File: config.mk
export PLATFORM = sky130hd
export DESIGN_NAME = sfe_exception_unit
export DESIGN_NICKNAME = d
export VERILOG_FILES = /design/src/verilog/sfe_pkg.sv /design/src/verilog/sfe_exception_unit.sv /design/src/verilog/sfe_pre_lane.sv /design/src/verilog/sfe_post_lane.sv
export SDC_FILE = /design/constraint.sdc
export NUM_CORES = 1
export LEC_CHECK = 0
export BUFFER_PORTS_ARGS = -buffer_cell sky130_fd_sc_hd__buf_2
export CAP_MARGIN = 20
export CORE_MARGIN = 2
export CORE_UTILIZATION = 45
export DETAILED_ROUTE_END_ITERATION = 8
export PLACE_DENSITY_LB_ADDON = 0.1
export RECOVER_POWER = 50
export SYNTH_ARGS = -nofsm -noshare
export SYNTH_HDL_FRONTEND = slang
export SYNTH_SLANG_ARGS = --single-unit
File: constraint.sdc
create_clock -name clk_i -period 2.55 [get_ports clk_i]
set_clock_uncertainty 0.15 [all_clocks]
set_input_delay 0.3825 -clock clk_i [delete_from_list [all_inputs] [get_ports clk_i]]
set_output_delay 0.3825 -clock clk_i [all_outputs]
set_load 0.01 [all_outputs]
File: src/verilog/sfe_pkg.sv
// Package: constants for the packed floating-point exception unit.
// Assumes a 32-bit classic Wishbone register port and one core clock.
package sfe_pkg;

	// ==========================================================
	// Bus geometry
	localparam int ADDR_W = 5;
	localparam int DATA_W = 32;

	// ==========================================================
	// Register byte offsets
	localparam logic [4:0] OFF_CSR      = 5'h00;
	localparam logic [4:0] OFF_CTRL     = 5'h04;
	localparam logic [4:0] OFF_FAULT_IP = 5'h08;
	localparam logic [4:0] OFF_INFO     = 5'h0C;
	localparam logic [4:0] OFF_IRQ_STAT = 5'h10;
	localparam logic [4:0] OFF_IRQ_EN   = 5'h14;
	localparam logic [4:0] OFF_IRQ_CLR  = 5'h18;

	// ==========================================================
	// Condition bit positions
	localparam int NCOND    = 6;
	localparam int C_INV    = 0;
	localparam int C_DENORM = 1;
	localparam int C_DIVZ   = 2;
	localparam int C_OVF    = 3;
	localparam int C_UNF    = 4;
	localparam int C_INEX   = 5;

	// ==========================================================
	// Control and status layout and reset values
	localparam int          CSR_FLAG_LSB = 0;
	localparam int          CSR_MASK_LSB = 7;
	localparam logic [5:0]  FLAG_RESET   = 6'h00;
	localparam logic [5:0]  MASK_RESET   = 6'h3F;
	localparam int          CTRL_OSX_BIT = 0;
	localparam logic        OSX_RESET    = 1'b0;

	// ==========================================================
	// Fault vectors
	localparam logic [7:0] VEC_SIMD_FP = 8'h13;
	localparam logic [7:0] VEC_INV_OP  = 8'h06;

	// ==========================================================
	// Interrupt events
	localparam int IRQ_W       = 3;
	localparam int EV_SIMD     = 0;
	localparam int EV_INV_OP   = 1;
	localparam int EV_MASKED   = 2;
	localparam logic [2:0] IRQ_RESET = 3'h0;

	// ==========================================================
	// Operation sequencing
	typedef enum logic [0:0] {
		ST_IDLE  = 1'b0,
		ST_ARITH = 1'b1
	} sfe_state_t;

endpackage

File: src/verilog/sfe_exception_unit.sv
// Packed floating-point exception detection and reporting unit.
// Assumes the pipeline offers operand classes, then result status,
// one operation at a time, and a classic Wishbone register master.
//
// Behaviour
// - Six conditions each own a sticky flag and a mask bit in the control/status word.
// - Invalid, divide-by-zero and denormal are judged from operands before arithmetic.
// - Overflow, underflow and inexact are judged only from the computed result.
// - A masked condition sets its flag, takes the default result and lets execution go on.
// - An unmasked condition with OS support set raises the SIMD fault on vector 19.
// - An unmasked condition with OS support clear raises the invalid-opcode fault.
// - The SIMD fault is raised only for a condition whose flag is set and mask clear.
// - Unmasked conditions fault on the instruction itself and are never held pending.
// - Clearing a mask over an already set flag raises nothing.
// - Every condition found in any of two or four sub-operands sets its flag.
// - Within one sub-operand a NaN or an unmasked level three or four condition hides all lower ones.
// - Priority runs NaN invalid, quiet NaN, other invalid or divide, denormal, range, inexact.
// - A quiet NaN operand suppresses all lower conditions in its sub-operand.
// - A masked level three or four condition, or any level five one, lets lower ones in that sub-operand be seen.
// - A fault saves the pointer of the instruction that caused it.
module sfe_exception_unit
	import sfe_pkg::*;
#(
	parameter int LANES = 4,
	parameter int IP_W  = 32
) (
	// Clock and reset
	input  wire logic              clk_i,
	input  wire logic              rst_i,
	// Wishbone slave
	input  wire logic              cyc_i,
	input  wire logic              stb_i,
	input  wire logic              we_i,
	input  wire logic [ADDR_W-1:0] adr_i,
	input  wire logic [3:0]        sel_i,
	input  wire logic [DATA_W-1:0] dat_i,
	output logic      [DATA_W-1:0] dat_o,
	output logic                   ack_o,
	// Operand classes
	input  wire logic              pre_valid_i,
	input  wire logic [LANES-1:0]  lane_en_i,
	input  wire logic              nan_strict_i,
	input  wire logic [LANES-1:0]  snan_i,
	input  wire logic [LANES-1:0]  qnan_i,
	input  wire logic [LANES-1:0]  inv_other_i,
	input  wire logic [LANES-1:0]  div_zero_i,
	input  wire logic [LANES-1:0]  denorm_i,
	input  wire logic [IP_W-1:0]   instr_ptr_i,
	// Result status
	input  wire logic              post_valid_i,
	input  wire logic [LANES-1:0]  overflow_i,
	input  wire logic [LANES-1:0]  underflow_i,
	input  wire logic [LANES-1:0]  inexact_i,
	// Verdicts
	output logic                   pre_done_o,
	output logic                   proceed_o,
	output logic                   post_done_o,
	output logic [LANES-1:0]       default_lanes_o,
	// Fault dispatch
	output logic                   simd_fp_fault_o,
	output logic                   invalid_opcode_fault_o,
	output logic [7:0]             fault_vector_o,
	output logic [IP_W-1:0]        fault_ip_o,
	output logic                   error_code_push_o,
	// Interrupt
	output logic                   irq_o
);

	// ==========================================================
	// Byte lane merge
	function automatic logic [31:0] wb_merge(
		input logic [31:0] old_v,
		input logic [31:0] new_v,
		input logic [3:0]  sel
	);
		logic [31:0] r;
		r = old_v;
		for (int b = 0; b < 4; b++) begin
			if (sel[b]) begin
				r[8*b +: 8] = new_v[8*b +: 8];
			end
		end
		return r;
	endfunction

	// ==========================================================
	// State
	sfe_state_t             state;
	logic [NCOND-1:0]       flags;
	logic [NCOND-1:0]       masks;
	logic                   os_unmasked_simd_support;
	logic [LANES-1:0]       blocked;
	logic [IP_W-1:0]        op_ip;
	logic [IP_W-1:0]        fault_ip;
	logic [7:0]             info_vec;
	logic [LANES-1:0]       info_lanes;
	logic [IRQ_W-1:0]       irq_stat;
	logic [IRQ_W-1:0]       irq_en;

	// ==========================================================
	// Lane results
	logic [NCOND-1:0]       pre_flag  [LANES];
	logic [NCOND-1:0]       post_flag [LANES];
	logic [LANES-1:0]       pre_unm;
	logic [LANES-1:0]       post_unm;
	logic [LANES-1:0]       pre_blk;
	logic [NCOND-1:0]       pre_any;
	logic [NCOND-1:0]       post_any;
	logic [LANES-1:0]       pre_dflt;
	logic [LANES-1:0]       post_dflt;

	// ==========================================================
	// Decode and events
	logic                   take_pre;
	logic                   take_post;
	logic                   wr_take;
	logic [31:0]            csr_word;
	logic [31:0]            ctrl_word;
	logic [31:0]            rd_word;
	logic [NCOND-1:0]       cond_set;
	logic                   hit;
	logic [LANES-1:0]       hit_lanes;
	logic                   raise;
	logic [IRQ_W-1:0]       ev;
	logic [IRQ_W-1:0]       irq_clr;
	logic [IRQ_W-1:0]       next_irq_stat;

	assign take_pre  = (state == ST_IDLE) & pre_valid_i;
	assign take_post = (state == ST_ARITH) & post_valid_i;
	assign wr_take   = cyc_i & stb_i & we_i & ack_o;

	// ==========================================================
	// Per sub-operand classifiers
	for (genvar l = 0; l < LANES; l++) begin : g_lane
		sfe_pre_lane u_pre (
			.en_i         (lane_en_i[l]),
			.nan_strict_i (nan_strict_i),
			.snan_i       (snan_i[l]),
			.qnan_i       (qnan_i[l]),
			.inv_other_i  (inv_other_i[l]),
			.div_zero_i   (div_zero_i[l]),
			.denorm_i     (denorm_i[l]),
			.mask_i       (masks),
			.flag_o       (pre_flag[l]),
			.unmasked_o   (pre_unm[l]),
			.block_o      (pre_blk[l])
		);
		sfe_post_lane u_post (
			.en_i        (lane_en_i[l] & ~blocked[l]),
			.overflow_i  (overflow_i[l]),
			.underflow_i (underflow_i[l]),
			.inexact_i   (inexact_i[l]),
			.mask_i      (masks),
			.flag_o      (post_flag[l]),
			.unmasked_o  (post_unm[l])
		);
	end

	// ==========================================================
	// Gather sub-operand conditions
	always_comb begin
		pre_any = '0;
		post_any = '0;
		for (int l = 0; l < LANES; l++) begin
			pre_any = pre_any | pre_flag[l];
			post_any = post_any | post_flag[l];
			pre_dflt[l] = pre_blk[l] | (|pre_flag[l]);
			post_dflt[l] = |post_flag[l];
		end
	end

	// ==========================================================
	// Stage verdict
	always_comb begin
		cond_set = '0;
		hit = 1'b0;
		hit_lanes = '0;
		if (take_pre) begin
			cond_set = pre_any;
			hit = |pre_unm;
			hit_lanes = pre_unm;
		end else if (take_post) begin
			cond_set = post_any;
			hit = |post_unm;
			hit_lanes = post_unm;
		end
		raise = hit & os_unmasked_simd_support;
	end

	// ==========================================================
	// Operation sequencing
	always_ff @(posedge clk_i) begin
		if (rst_i) begin
			state <= ST_IDLE;
			blocked <= '0;
			op_ip <= '0;
		end else begin
			case (state)
				ST_IDLE: begin
					if (take_pre) begin
						blocked <= pre_blk;
						op_ip <= instr_ptr_i;
						if (!hit) begin
							state <= ST_ARITH;
						end
					end
				end
				ST_ARITH: begin
					if (take_post) begin
						state <= ST_IDLE;
					end
				end
				default: begin
					state <= ST_IDLE;
				end
			endcase
		end
	end

	// ==========================================================
	// Verdict outputs
	always_ff @(posedge clk_i) begin
		if (rst_i) begin
			pre_done_o <= 1'b0;
			proceed_o <= 1'b0;
			post_done_o <= 1'b0;
			default_lanes_o <= '0;
		end else begin
			pre_done_o <= take_pre;
			proceed_o <= take_pre & ~hit;
			post_done_o <= take_post;
			if (take_pre) begin
				default_lanes_o <= pre_dflt;
			end else if (take_post) begin
				default_lanes_o <= post_dflt;
			end
		end
	end

	// ==========================================================
	// Fault dispatch
	always_ff @(posedge clk_i) begin
		if (rst_i) begin
			simd_fp_fault_o <= 1'b0;
			invalid_opcode_fault_o <= 1'b0;
			fault_vector_o <= 8'h00;
			fault_ip_o <= '0;
			error_code_push_o <= 1'b0;
		end else begin
			simd_fp_fault_o <= raise;
			invalid_opcode_fault_o <= hit & ~os_unmasked_simd_support;
			error_code_push_o <= 1'b0;
			if (hit) begin
				fault_vector_o <= raise ? VEC_SIMD_FP : VEC_INV_OP;
				fault_ip_o <= take_pre ? instr_ptr_i : op_ip;
			end
		end
	end

	// ==========================================================
	// Last fault record
	always_ff @(posedge clk_i) begin
		if (rst_i) begin
			fault_ip <= '0;
			info_vec <= 8'h00;
			info_lanes <= '0;
		end else if (hit) begin
			fault_ip <= take_pre ? instr_ptr_i : op_ip;
			info_vec <= raise ? VEC_SIMD_FP : VEC_INV_OP;
			info_lanes <= hit_lanes;
		end
	end

	// ==========================================================
	// Control and status word
	always_comb begin
		csr_word = '0;
		csr_word[CSR_FLAG_LSB +: NCOND] = flags;
		csr_word[CSR_MASK_LSB +: NCOND] = masks;
		ctrl_word = '0;
		ctrl_word[CTRL_OSX_BIT] = os_unmasked_simd_support;
	end

	always_ff @(posedge clk_i) begin
		if (rst_i) begin
			flags <= FLAG_RESET;
			masks <= MASK_RESET;
		end else if (wr_take && adr_i == OFF_CSR) begin
			flags <= NCOND'(wb_merge(csr_word, dat_i, sel_i) >> CSR_FLAG_LSB)
				| cond_set;
			masks <= NCOND'(wb_merge(csr_word, dat_i, sel_i) >> CSR_MASK_LSB);
		end else begin
			flags <= flags | cond_set;
		end
	end

	always_ff @(posedge clk_i) begin
		if (rst_i) begin
			os_unmasked_simd_support <= OSX_RESET;
		end else if (wr_take && adr_i == OFF_CTRL) begin
			os_unmasked_simd_support <= 1'(wb_merge(ctrl_word, dat_i, sel_i) >> CTRL_OSX_BIT);
		end
	end

	// ==========================================================
	// Interrupt status
	always_comb begin
		ev = '0;
		ev[EV_SIMD] = raise;
		ev[EV_INV_OP] = hit & ~os_unmasked_simd_support;
		ev[EV_MASKED] = (|cond_set) & ~hit;
		irq_clr = '0;
		if (wr_take && adr_i == OFF_IRQ_CLR && sel_i[0]) begin
			irq_clr = dat_i[IRQ_W-1:0];
		end
		next_irq_stat = (irq_stat & ~irq_clr) | ev;
	end

	always_ff @(posedge clk_i) begin
		if (rst_i) begin
			irq_stat <= IRQ_RESET;
			irq_en <= IRQ_RESET;
			irq_o <= 1'b0;
		end else begin
			irq_stat <= next_irq_stat;
			irq_o <= |(next_irq_stat & irq_en);
			if (wr_take && adr_i == OFF_IRQ_EN && sel_i[0]) begin
				irq_en <= dat_i[IRQ_W-1:0];
			end
		end
	end

	// ==========================================================
	// Read decode
	always_comb begin
		rd_word = '0;
		if (adr_i == OFF_CSR) begin
			rd_word = csr_word;
		end else if (adr_i == OFF_CTRL) begin
			rd_word = ctrl_word;
		end else if (adr_i == OFF_FAULT_IP) begin
			rd_word[IP_W-1:0] = fault_ip;
		end else if (adr_i == OFF_INFO) begin
			rd_word[7:0] = info_vec;
			rd_word[8 +: LANES] = info_lanes;
		end else if (adr_i == OFF_IRQ_STAT) begin
			rd_word[IRQ_W-1:0] = irq_stat;
		end else if (adr_i == OFF_IRQ_EN) begin
			rd_word[IRQ_W-1:0] = irq_en;
		end
	end

	// ==========================================================
	// Wishbone handshake
	always_ff @(posedge clk_i) begin
		if (rst_i) begin
			ack_o <= 1'b0;
			dat_o <= '0;
		end else begin
			ack_o <= cyc_i & stb_i & ~ack_o;
			if (cyc_i && stb_i && !ack_o && !we_i) begin
				dat_o <= rd_word;
			end
		end
	end

endmodule

File: src/verilog/sfe_pre_lane.sv
// Pre-computation classifier for one sub-operand.
// Assumes operand class inputs are valid while the parent samples them.
module sfe_pre_lane
	import sfe_pkg::*;
(
	// Operand class
	input  wire logic             en_i,
	input  wire logic             nan_strict_i,
	input  wire logic             snan_i,
	input  wire logic             qnan_i,
	input  wire logic             inv_other_i,
	input  wire logic             div_zero_i,
	input  wire logic             denorm_i,
	input  wire logic [NCOND-1:0] mask_i,
	// Result
	output logic      [NCOND-1:0] flag_o,
	output logic                  unmasked_o,
	output logic                  block_o
);
	logic p1;
	logic p2;
	logic stop3;

	always_comb begin
		p1 = snan_i | (nan_strict_i & qnan_i);
		p2 = qnan_i & ~nan_strict_i;
		flag_o = '0;
		block_o = 1'b0;
		stop3 = 1'b0;
		if (en_i) begin
			if (p1) begin
				flag_o[C_INV] = 1'b1;
				block_o = 1'b1;
			end else if (p2) begin
				block_o = 1'b1;
			end else begin
				if (inv_other_i) begin
					flag_o[C_INV] = 1'b1;
					stop3 = ~mask_i[C_INV];
				end else if (div_zero_i) begin
					flag_o[C_DIVZ] = 1'b1;
					stop3 = ~mask_i[C_DIVZ];
				end
				if (stop3) begin
					block_o = 1'b1;
				end else if (denorm_i) begin
					flag_o[C_DENORM] = 1'b1;
					block_o = ~mask_i[C_DENORM];
				end
			end
		end
		unmasked_o = |(flag_o & ~mask_i);
	end
endmodule

File: src/verilog/sfe_post_lane.sv
// Post-computation classifier for one sub-operand.
// Assumes result status is valid while the parent samples it.
module sfe_post_lane
	import sfe_pkg::*;
(
	// Result status
	input  wire logic             en_i,
	input  wire logic             overflow_i,
	input  wire logic             underflow_i,
	input  wire logic             inexact_i,
	input  wire logic [NCOND-1:0] mask_i,
	// Result
	output logic      [NCOND-1:0] flag_o,
	output logic                  unmasked_o
);
	always_comb begin
		flag_o = '0;
		if (en_i) begin
			if (overflow_i) begin
				flag_o[C_OVF] = 1'b1;
				flag_o[C_INEX] = inexact_i;
			end else if (underflow_i) begin
				flag_o[C_UNF] = 1'b1;
				flag_o[C_INEX] = inexact_i;
			end else if (inexact_i) begin
				flag_o[C_INEX] = 1'b1;
			end
		end
		unmasked_o = |(flag_o & ~mask_i);
	end
endmodule

==> results of run 1 <==
## worst max-delay path, cell delays in order (launching register included)
cell and delay (ns):
sky130_fd_sc_hd__dfxtp_1 0.50, sky130_fd_sc_hd__nor2_1 0.09, sky130_fd_sc_hd__a21oi_1 0.14, sky130_fd_sc_hd__a21boi_0 0.17, sky130_fd_sc_hd__o41ai_2 0.41, sky130_fd_sc_hd__mux2i_4 0.20
sky130_fd_sc_hd__a32o_1 0.25, sky130_fd_sc_hd__a221o_1 0.35
## final cells by class
| type | count | area, um^2 |
|---|---|---|
| clock inverter | 15 | 268 |
| fill | 1258 | 5410 |
| timing repair buffer | 203 | 1010 |
| clock buffer | 17 | 425 |
| inverter | 7 | 26.3 |
| sequential | 138 | 2760 |
| multi-input combinational | 483 | 3120 |
| tap | 176 | 220 |
## cells in the final DEF (no fill, tap or decap), types with 24 or more instances in the layout
master                     netlist  final
sky130_fd_sc_hd__a211oi_2       29     29
sky130_fd_sc_hd__a21oi_1        53     53
sky130_fd_sc_hd__buf_2           6     95
sky130_fd_sc_hd__buf_4          10     24
sky130_fd_sc_hd__clkbuf_1       32     79
sky130_fd_sc_hd__dfxtp_1       138    137
sky130_fd_sc_hd__mux2i_1        46     46
sky130_fd_sc_hd__nand2_1        45     45
sky130_fd_sc_hd__nand3_1        40     40
sky130_fd_sc_hd__nor2_1        105    105
## Yosys cell counts, types with 9 or more instances
library cell / count / area (um^2)
sky130_fd_sc_hd__a21oi_1: 53 / 265
sky130_fd_sc_hd__mux2i_1: 46 / 460
sky130_fd_sc_hd__nand2b_1: 20 / 125
sky130_fd_sc_hd__dfxtp_1: 138 / 2760
sky130_fd_sc_hd__a211oi_2: 29 / 363
sky130_fd_sc_hd__nand3_1: 40 / 200
sky130_fd_sc_hd__nor2b_1: 13 / 81.3
sky130_fd_sc_hd__a211oi_1: 9 / 67.6
sky130_fd_sc_hd__nand2_1: 45 / 169
sky130_fd_sc_hd__o21ai_0: 14 / 70.1
sky130_fd_sc_hd__nor2_1: 105 / 394
sky130_fd_sc_hd__clkbuf_1: 32 / 120
sky130_fd_sc_hd__nor3_1: 11 / 55.1
sky130_fd_sc_hd__a22oi_1: 9 / 67.6
sky130_fd_sc_hd__buf_4: 10 / 75.1
## cell families (layout without fill, tap and decap cells)
| logic type | Yosys count | count (layout) | share of synthesized area |
|---|---|---|---|
| muxes | 56 | 56 | 0.0948 |
| buffers and inverters | 61 | 242 | 0.0485 |
| DFF | 138 | 138 | 0.452 |
| AOI/OAI and AO/OA | 157 | 157 | 0.194 |
| and+or+nand+nor | 265 | 265 | 0.210 |
| other | 1 | 5 | 0.000614 |
## metal layers
| metal | share of wire | routed length, um |
|---|---|---|
| met2 | 0.46 | 8030 |
| met5 | 0 | 0 |
| met4 | 0.028 | 488 |
| met3 | 0.071 | 1240 |
| met1 | 0.45 | 7850 |
## flip-flops by register name, indices dropped and copies added (netlist names), 3 cells and up
register and count:
dat_o 32, fault_ip 32, op_ip 32, flags 6, masks 6, blocked 4, default_lanes_o 4, info_lanes 4
info_vec 3, irq_en 3, irq_stat 3
## stage by stage
| stage | instances | instance area, um^2 | TNS [ns] |
|---|---|---|---|
| after floorplan | 682 | 6130 | 0 |
| after CTS | 1039 | 7940 | 0 |
| after global placement | 1007 | 7240 | 0 |
| final | 1039 | 7830 | 0 |
| after detailed placement | 1007 | 7240 | -0.0387 |
| after global routing | 1039 | 7830 | 0 |
## what timing repair did
item | CTS | global route
hold buffers | 0 | 0
buffers inserted | 0 | 0
setup endpoints to repair | 0 | 36
gates resized for setup | 0 | 5
## path summary, 6_finish.rpt
check | slack [ns] | cells after the start | to | start
worst max-delay path | 0.17 | 7 | irq_o$_SDFF_PP0_ | masks[4]$_SDFFE_PP1P_
worst min-delay path | 0.03 | 3 | masks[5]$_SDFFE_PP1P_ | dat_i[12]
worst max register to register | 0.17 | 7 | irq_o$_SDFF_PP0_ | masks[4]$_SDFFE_PP1P_
worst min register to register | 0.30 | 2 | dat_o[21]$_SDFFE_PP0P_ | dat_o[21]$_SDFFE_PP0P_
## power by group through the flow
| stage | combinational [W] | sequential [W] | clock [W] |
|---|---|---|---|
| final | 0.000477 | 0.00225 | 0.00290 |
| after detailed placement | 0.000482 | 0.00230 | 0 |
| after global routing | 0.000525 | 0.00226 | 0.00303 |
| after floorplan | 0.000274 | 0.00230 | 0 |
| after CTS | 0.000487 | 0.00225 | 0.00294 |
| after global placement | 0.000473 | 0.00230 | 0 |
==> impl_metrics.tcl, run 1 <==
set metrics [dict create \
    detail_route.drc_violations 0 \
    clock_tree_from_tritoncts "yes" \
    routedWlPerCell_um 16.9 \
    yosysWarnings 0 \
    timing.final.crit_period_ns 2.38 \
    asyncSetResetFlopFracSynth 0 \
    grt.met3_usage 0.0731 \
    critical_path_source_type "register" \
    final_layout_size_suffix_gt1_frac 0.242 \
    chipWidth_um 121 \
    drt-vias-per-instance 5.42 \
    syn-cell-area_um2 6110 \
    io_buf_count 173 \
    total_switching_power_w 0.00127 \
    drt_wl_total_um 17600 \
    seqPwrFrac 0.400 \
    cap_violations 0 \
    worstPathArrival_ns 2.53 \
    grt-busiest-layer "met2" \
    grt_antenna_before_repair 0 \
    cts-buffers-inserted 17 \
    use_met2 0.382 \
    grt_pass1_vias 5383 \
    global_route.usage.total 0.244 \
    fin_ws_ns 0.167 \
    netlist-cell-type-count 57 \
    detailroute.via_count 5629 \
    finalPower_w 0.00563 \
    crit_path_max_fanout 6 \
    number_of_violations_reported_at_the_end_of_detailed_routing_iteration_0 414 \
    top_level_ports 201 \
    max-slew-margin-rel 0.0909 \
    core_region_area_um2 13200 \
    sequential_share_of_the_synthesized_area 0.452 \
    ys_dominant_reg_cell "sky130_fd_sc_hd__dfxtp_1" \
    dp_slack_ns -0.0387 \
    hold_viol_final 0 \
    detail-route-antenna-nets 0 \
    rows 42 \
    hold_path.class "input port to register" \
    cts_sinks 138 \
    grt_first_pass_wirelength_um 27900 \
    drt_pass1_iterations 6 \
    internal-power_w 0.00435 \
    groute.layer.met1.usage 0.312 \
    postSynthAreaPerCell_um2 9.01 \
    ir_worst_vdd_mv 0.536 \
    outcome "complete, no violations" \
    fmax_ghz 0.420 \
    power.share.clock 0.515 \
    netSwitchingFraction 0.226 \
    net_count_of_the_finished_layout 967 \
    area.growth.synth_to_final_pct 28.1 \
    synth_enable_flop_cells 0 \
    timing.setup.critical_path_class "register to register" \
    share_comb_of_total_power 0.085 \
    cts-root-buf "sky130_fd_sc_hd__clkbuf_16" \
    cellLeakagePower_nw 2.99 \
    clk_path_buf_depth 2 \
    die_height_um 121 \
    critical_path_required_ns 2.70 \
    place_congestion 0.898 \
    period_utilization 0.934 \
    cell_count_after_synthesis 678 \
    ys_ff_latch 138 \
    tightestPinTransition_ns 1.36 \
    cts_htree_levels 4 \
    grt_max_degree 99 \
    clock_transition_at_the_registers_of_the_reported_paths_ns 0.06 \
    worst_setup_path_end_kind "register" \
    worst_skew_pair.late_latency_ns 0.42 \
    dp_hpwl_um 12600 \
    p_per_area_nw_per_um2 718 \
    num_antenna_cells 0 \
    gr-total-overflow 0 \
    finalCoreUtilization 0.591 \
    final_max_slew_viol_count 0 \
    floorplan.die_area_um2 14500 \
    initial_cell_density_of_the_core 0.462 \
    setup_viol 0 \
    hold_ws_ns 0.0296 \
    rsz_0062_raised_after_global_routing "no" \
]
No activity file was read; power rests on OpenSTA's default activity.
==> inputs of run 2 (changes only) <==
RECOVER_POWER = 25   (was 50)
==> impl_metrics.tcl, run 2 (synthesis results as in run 1) <==
set metrics [dict create \
    drt-met1-wl_um 7850 \
    timing.final.crit_period_ns 2.39 \
    fin_ws_ns 0.162 \
    detail-route-antenna-nets 0 \
    tightestPinTransition_ns 1.24 \
    worstPathArrival_ns 2.54 \
    gr-total-overflow 0 \
    hold_buffer_count_at_cts 0 \
    dr_wl_met2_um 8030 \
    cts-root-buf "sky130_fd_sc_hd__clkbuf_16" \
    area.growth.synth_to_final_pct 29.0 \
    total_switching_power_w 0.00127 \
    die_height_um 121 \
    floorplan.die_area_um2 14500 \
    crit_path_max_fanout 6 \
    seqPwrFrac 0.400 \
    critical_path_source_type "register" \
    dr.max_layer_used "met4" \
    io_buf_count 173 \
    detail_route.drc_violations 0 \
    global_route.usage.total 0.244 \
    grt_first_pass_wirelength_um 27900 \
    layout.cells.most_common "sky130_fd_sc_hd__dfxtp_1" \
    setup_viol 0 \
    tns_ns 0 \
    hp-start "dat_i[12]" \
    power.share.clock 0.514 \
    internal-power_w 0.00436 \
    clk_path_buf_depth 2 \
    detailroute.via_count 5622 \
    wire_length_on_met3_um 1230 \
    num_antenna_cells 0 \
    cts_htree_levels 4 \
    routedWlPerCell_um 17.0 \
    timing.setup.critical_path_class "register to register" \
    netSwitchingFraction 0.226 \
    core_region_area_um2 13200 \
    dp_slack_ns -0.0387 \
    drt_pass1_iterations 8 \
    drt_wl_total_um 17600 \
    cap_violations 0 \
    chipWidth_um 121 \
    period_utilization 0.937 \
    clock_tree_from_tritoncts "yes" \
    fmax_ghz 0.419 \
    critical_path_required_ns 2.70 \
    drt-vias-per-instance 5.41 \
    dp_hpwl_um 12600 \
    cellLeakagePower_nw 3.11 \
    final_layout_size_suffix_gt1_frac 0.273 \
    hold_viol_final 0 \
    rsz_0062_raised_after_global_routing "no" \
    worst_skew_pair.late_latency_ns 0.42 \
    most-common-layout-cells "sky130_fd_sc_hd__dfxtp_1 (137), sky130_fd_sc_hd__buf_2 (121), sky130_fd_sc_hd__nor2_1 (105)" \
    number_of_violations_reported_at_the_end_of_detailed_routing_iteration_0 433 \
    hold_path.class "input port to register" \
    cts-buffers-inserted 17 \
    place_congestion 0.898 \
    crit-reg2reg-launch "masks[4]$_SDFFE_PP1P_" \
    startpoint "masks[4]$_SDFFE_PP1P_" \
    worst_setup_path_end_kind "register" \
    net_count_of_the_finished_layout 967 \
    max-slew-margin-rel 0.174 \
    finalPower_w 0.00563 \
    clock_transition_at_the_registers_of_the_reported_paths_ns 0.06 \
    share_comb_of_total_power 0.085 \
    finalCoreUtilization 0.595 \
    grt_max_degree 99 \
    largest_registers "dat_o (32), fault_ip (32), op_ip (32)" \
    rows 42 \
    grt_antenna_before_repair 0 \
    cts_sinks 138 \
    p_per_area_nw_per_um2 714 \
    outcome "complete, no violations" \
    top_level_ports 201 \
    final_max_slew_viol_count 0 \
    initial_cell_density_of_the_core 0.462 \
    ir_worst_vdd_mv 0.536 \
    grt_pass1_vias 5383 \
]
run 2: through the flow:
step	cells	hold slack, ns	area (um^2)
CTS	1039	0.0139	7940
global route	1039	0.0473	7890
floorplan	682	0.296	6130
detailed placement	1007	0.291	7240
global placement	1007	0.284	7240
finish	1039	0.0277	7890
run 2: worst paths after layout:
path	endpoint	slack (ns)	cells after the start
worst min-delay path	masks[5]$_SDFFE_PP1P_	0.03	3
worst min register to register	dat_o[29]$_SDFFE_PP0P_	0.30	2
worst max register to register	irq_o$_SDFF_PP0_	0.16	7
worst max-delay path	irq_o$_SDFF_PP0_	0.16	7
run 2: layout make-up:
| type | instances | area [um^2] |
|---|---|---|
| Fill cell | 1240 | 5360 |
| Tap cell | 176 | 220 |
| Clock buffer | 17 | 425 |
| Inverter | 7 | 26.3 |
| Sequential cell | 138 | 2760 |
| Clock inverter | 15 | 268 |
| Timing Repair Buffer | 203 | 1060 |
| Multi-Input combinational cell | 483 | 3120 |
run 2: repair_timing:
item                       CTS  global route
setup buffers                0             0
gates resized for setup      0             5
setup endpoints to repair    0            36
run 2: critical path, stage by stage (launching register included):
cell,delay (ns)
sky130_fd_sc_hd__dfxtp_1,0.50
sky130_fd_sc_hd__nor2_1,0.09
sky130_fd_sc_hd__a21oi_1,0.15
sky130_fd_sc_hd__a21boi_0,0.17
sky130_fd_sc_hd__o41ai_2,0.41
sky130_fd_sc_hd__mux2i_4,0.20
sky130_fd_sc_hd__a32o_1,0.25
sky130_fd_sc_hd__a221o_1,0.35
run 2: routing by layer:
| layer | vias to the layer above | global-route usage |
|---|---|---|
| li1 | 2747 | - |
| met1 | 2643 | 0.312 |
| met2 | 194 | 0.382 |
| met3 | 38 | 0.0731 |
| met4 | 0 | 0.103 |
| met5 | - | 0 |
run 2: power by group through the flow:
stage	sequential, W	clock (W)	combinational, W
final	0.00225	0.00289	0.000480
after global routing	0.00226	0.00303	0.000528
after CTS	0.00225	0.00294	0.000487
after detailed placement	0.00230	0	0.000482
after global placement	0.00230	0	0.000473
after floorplan	0.00230	0	0.000274
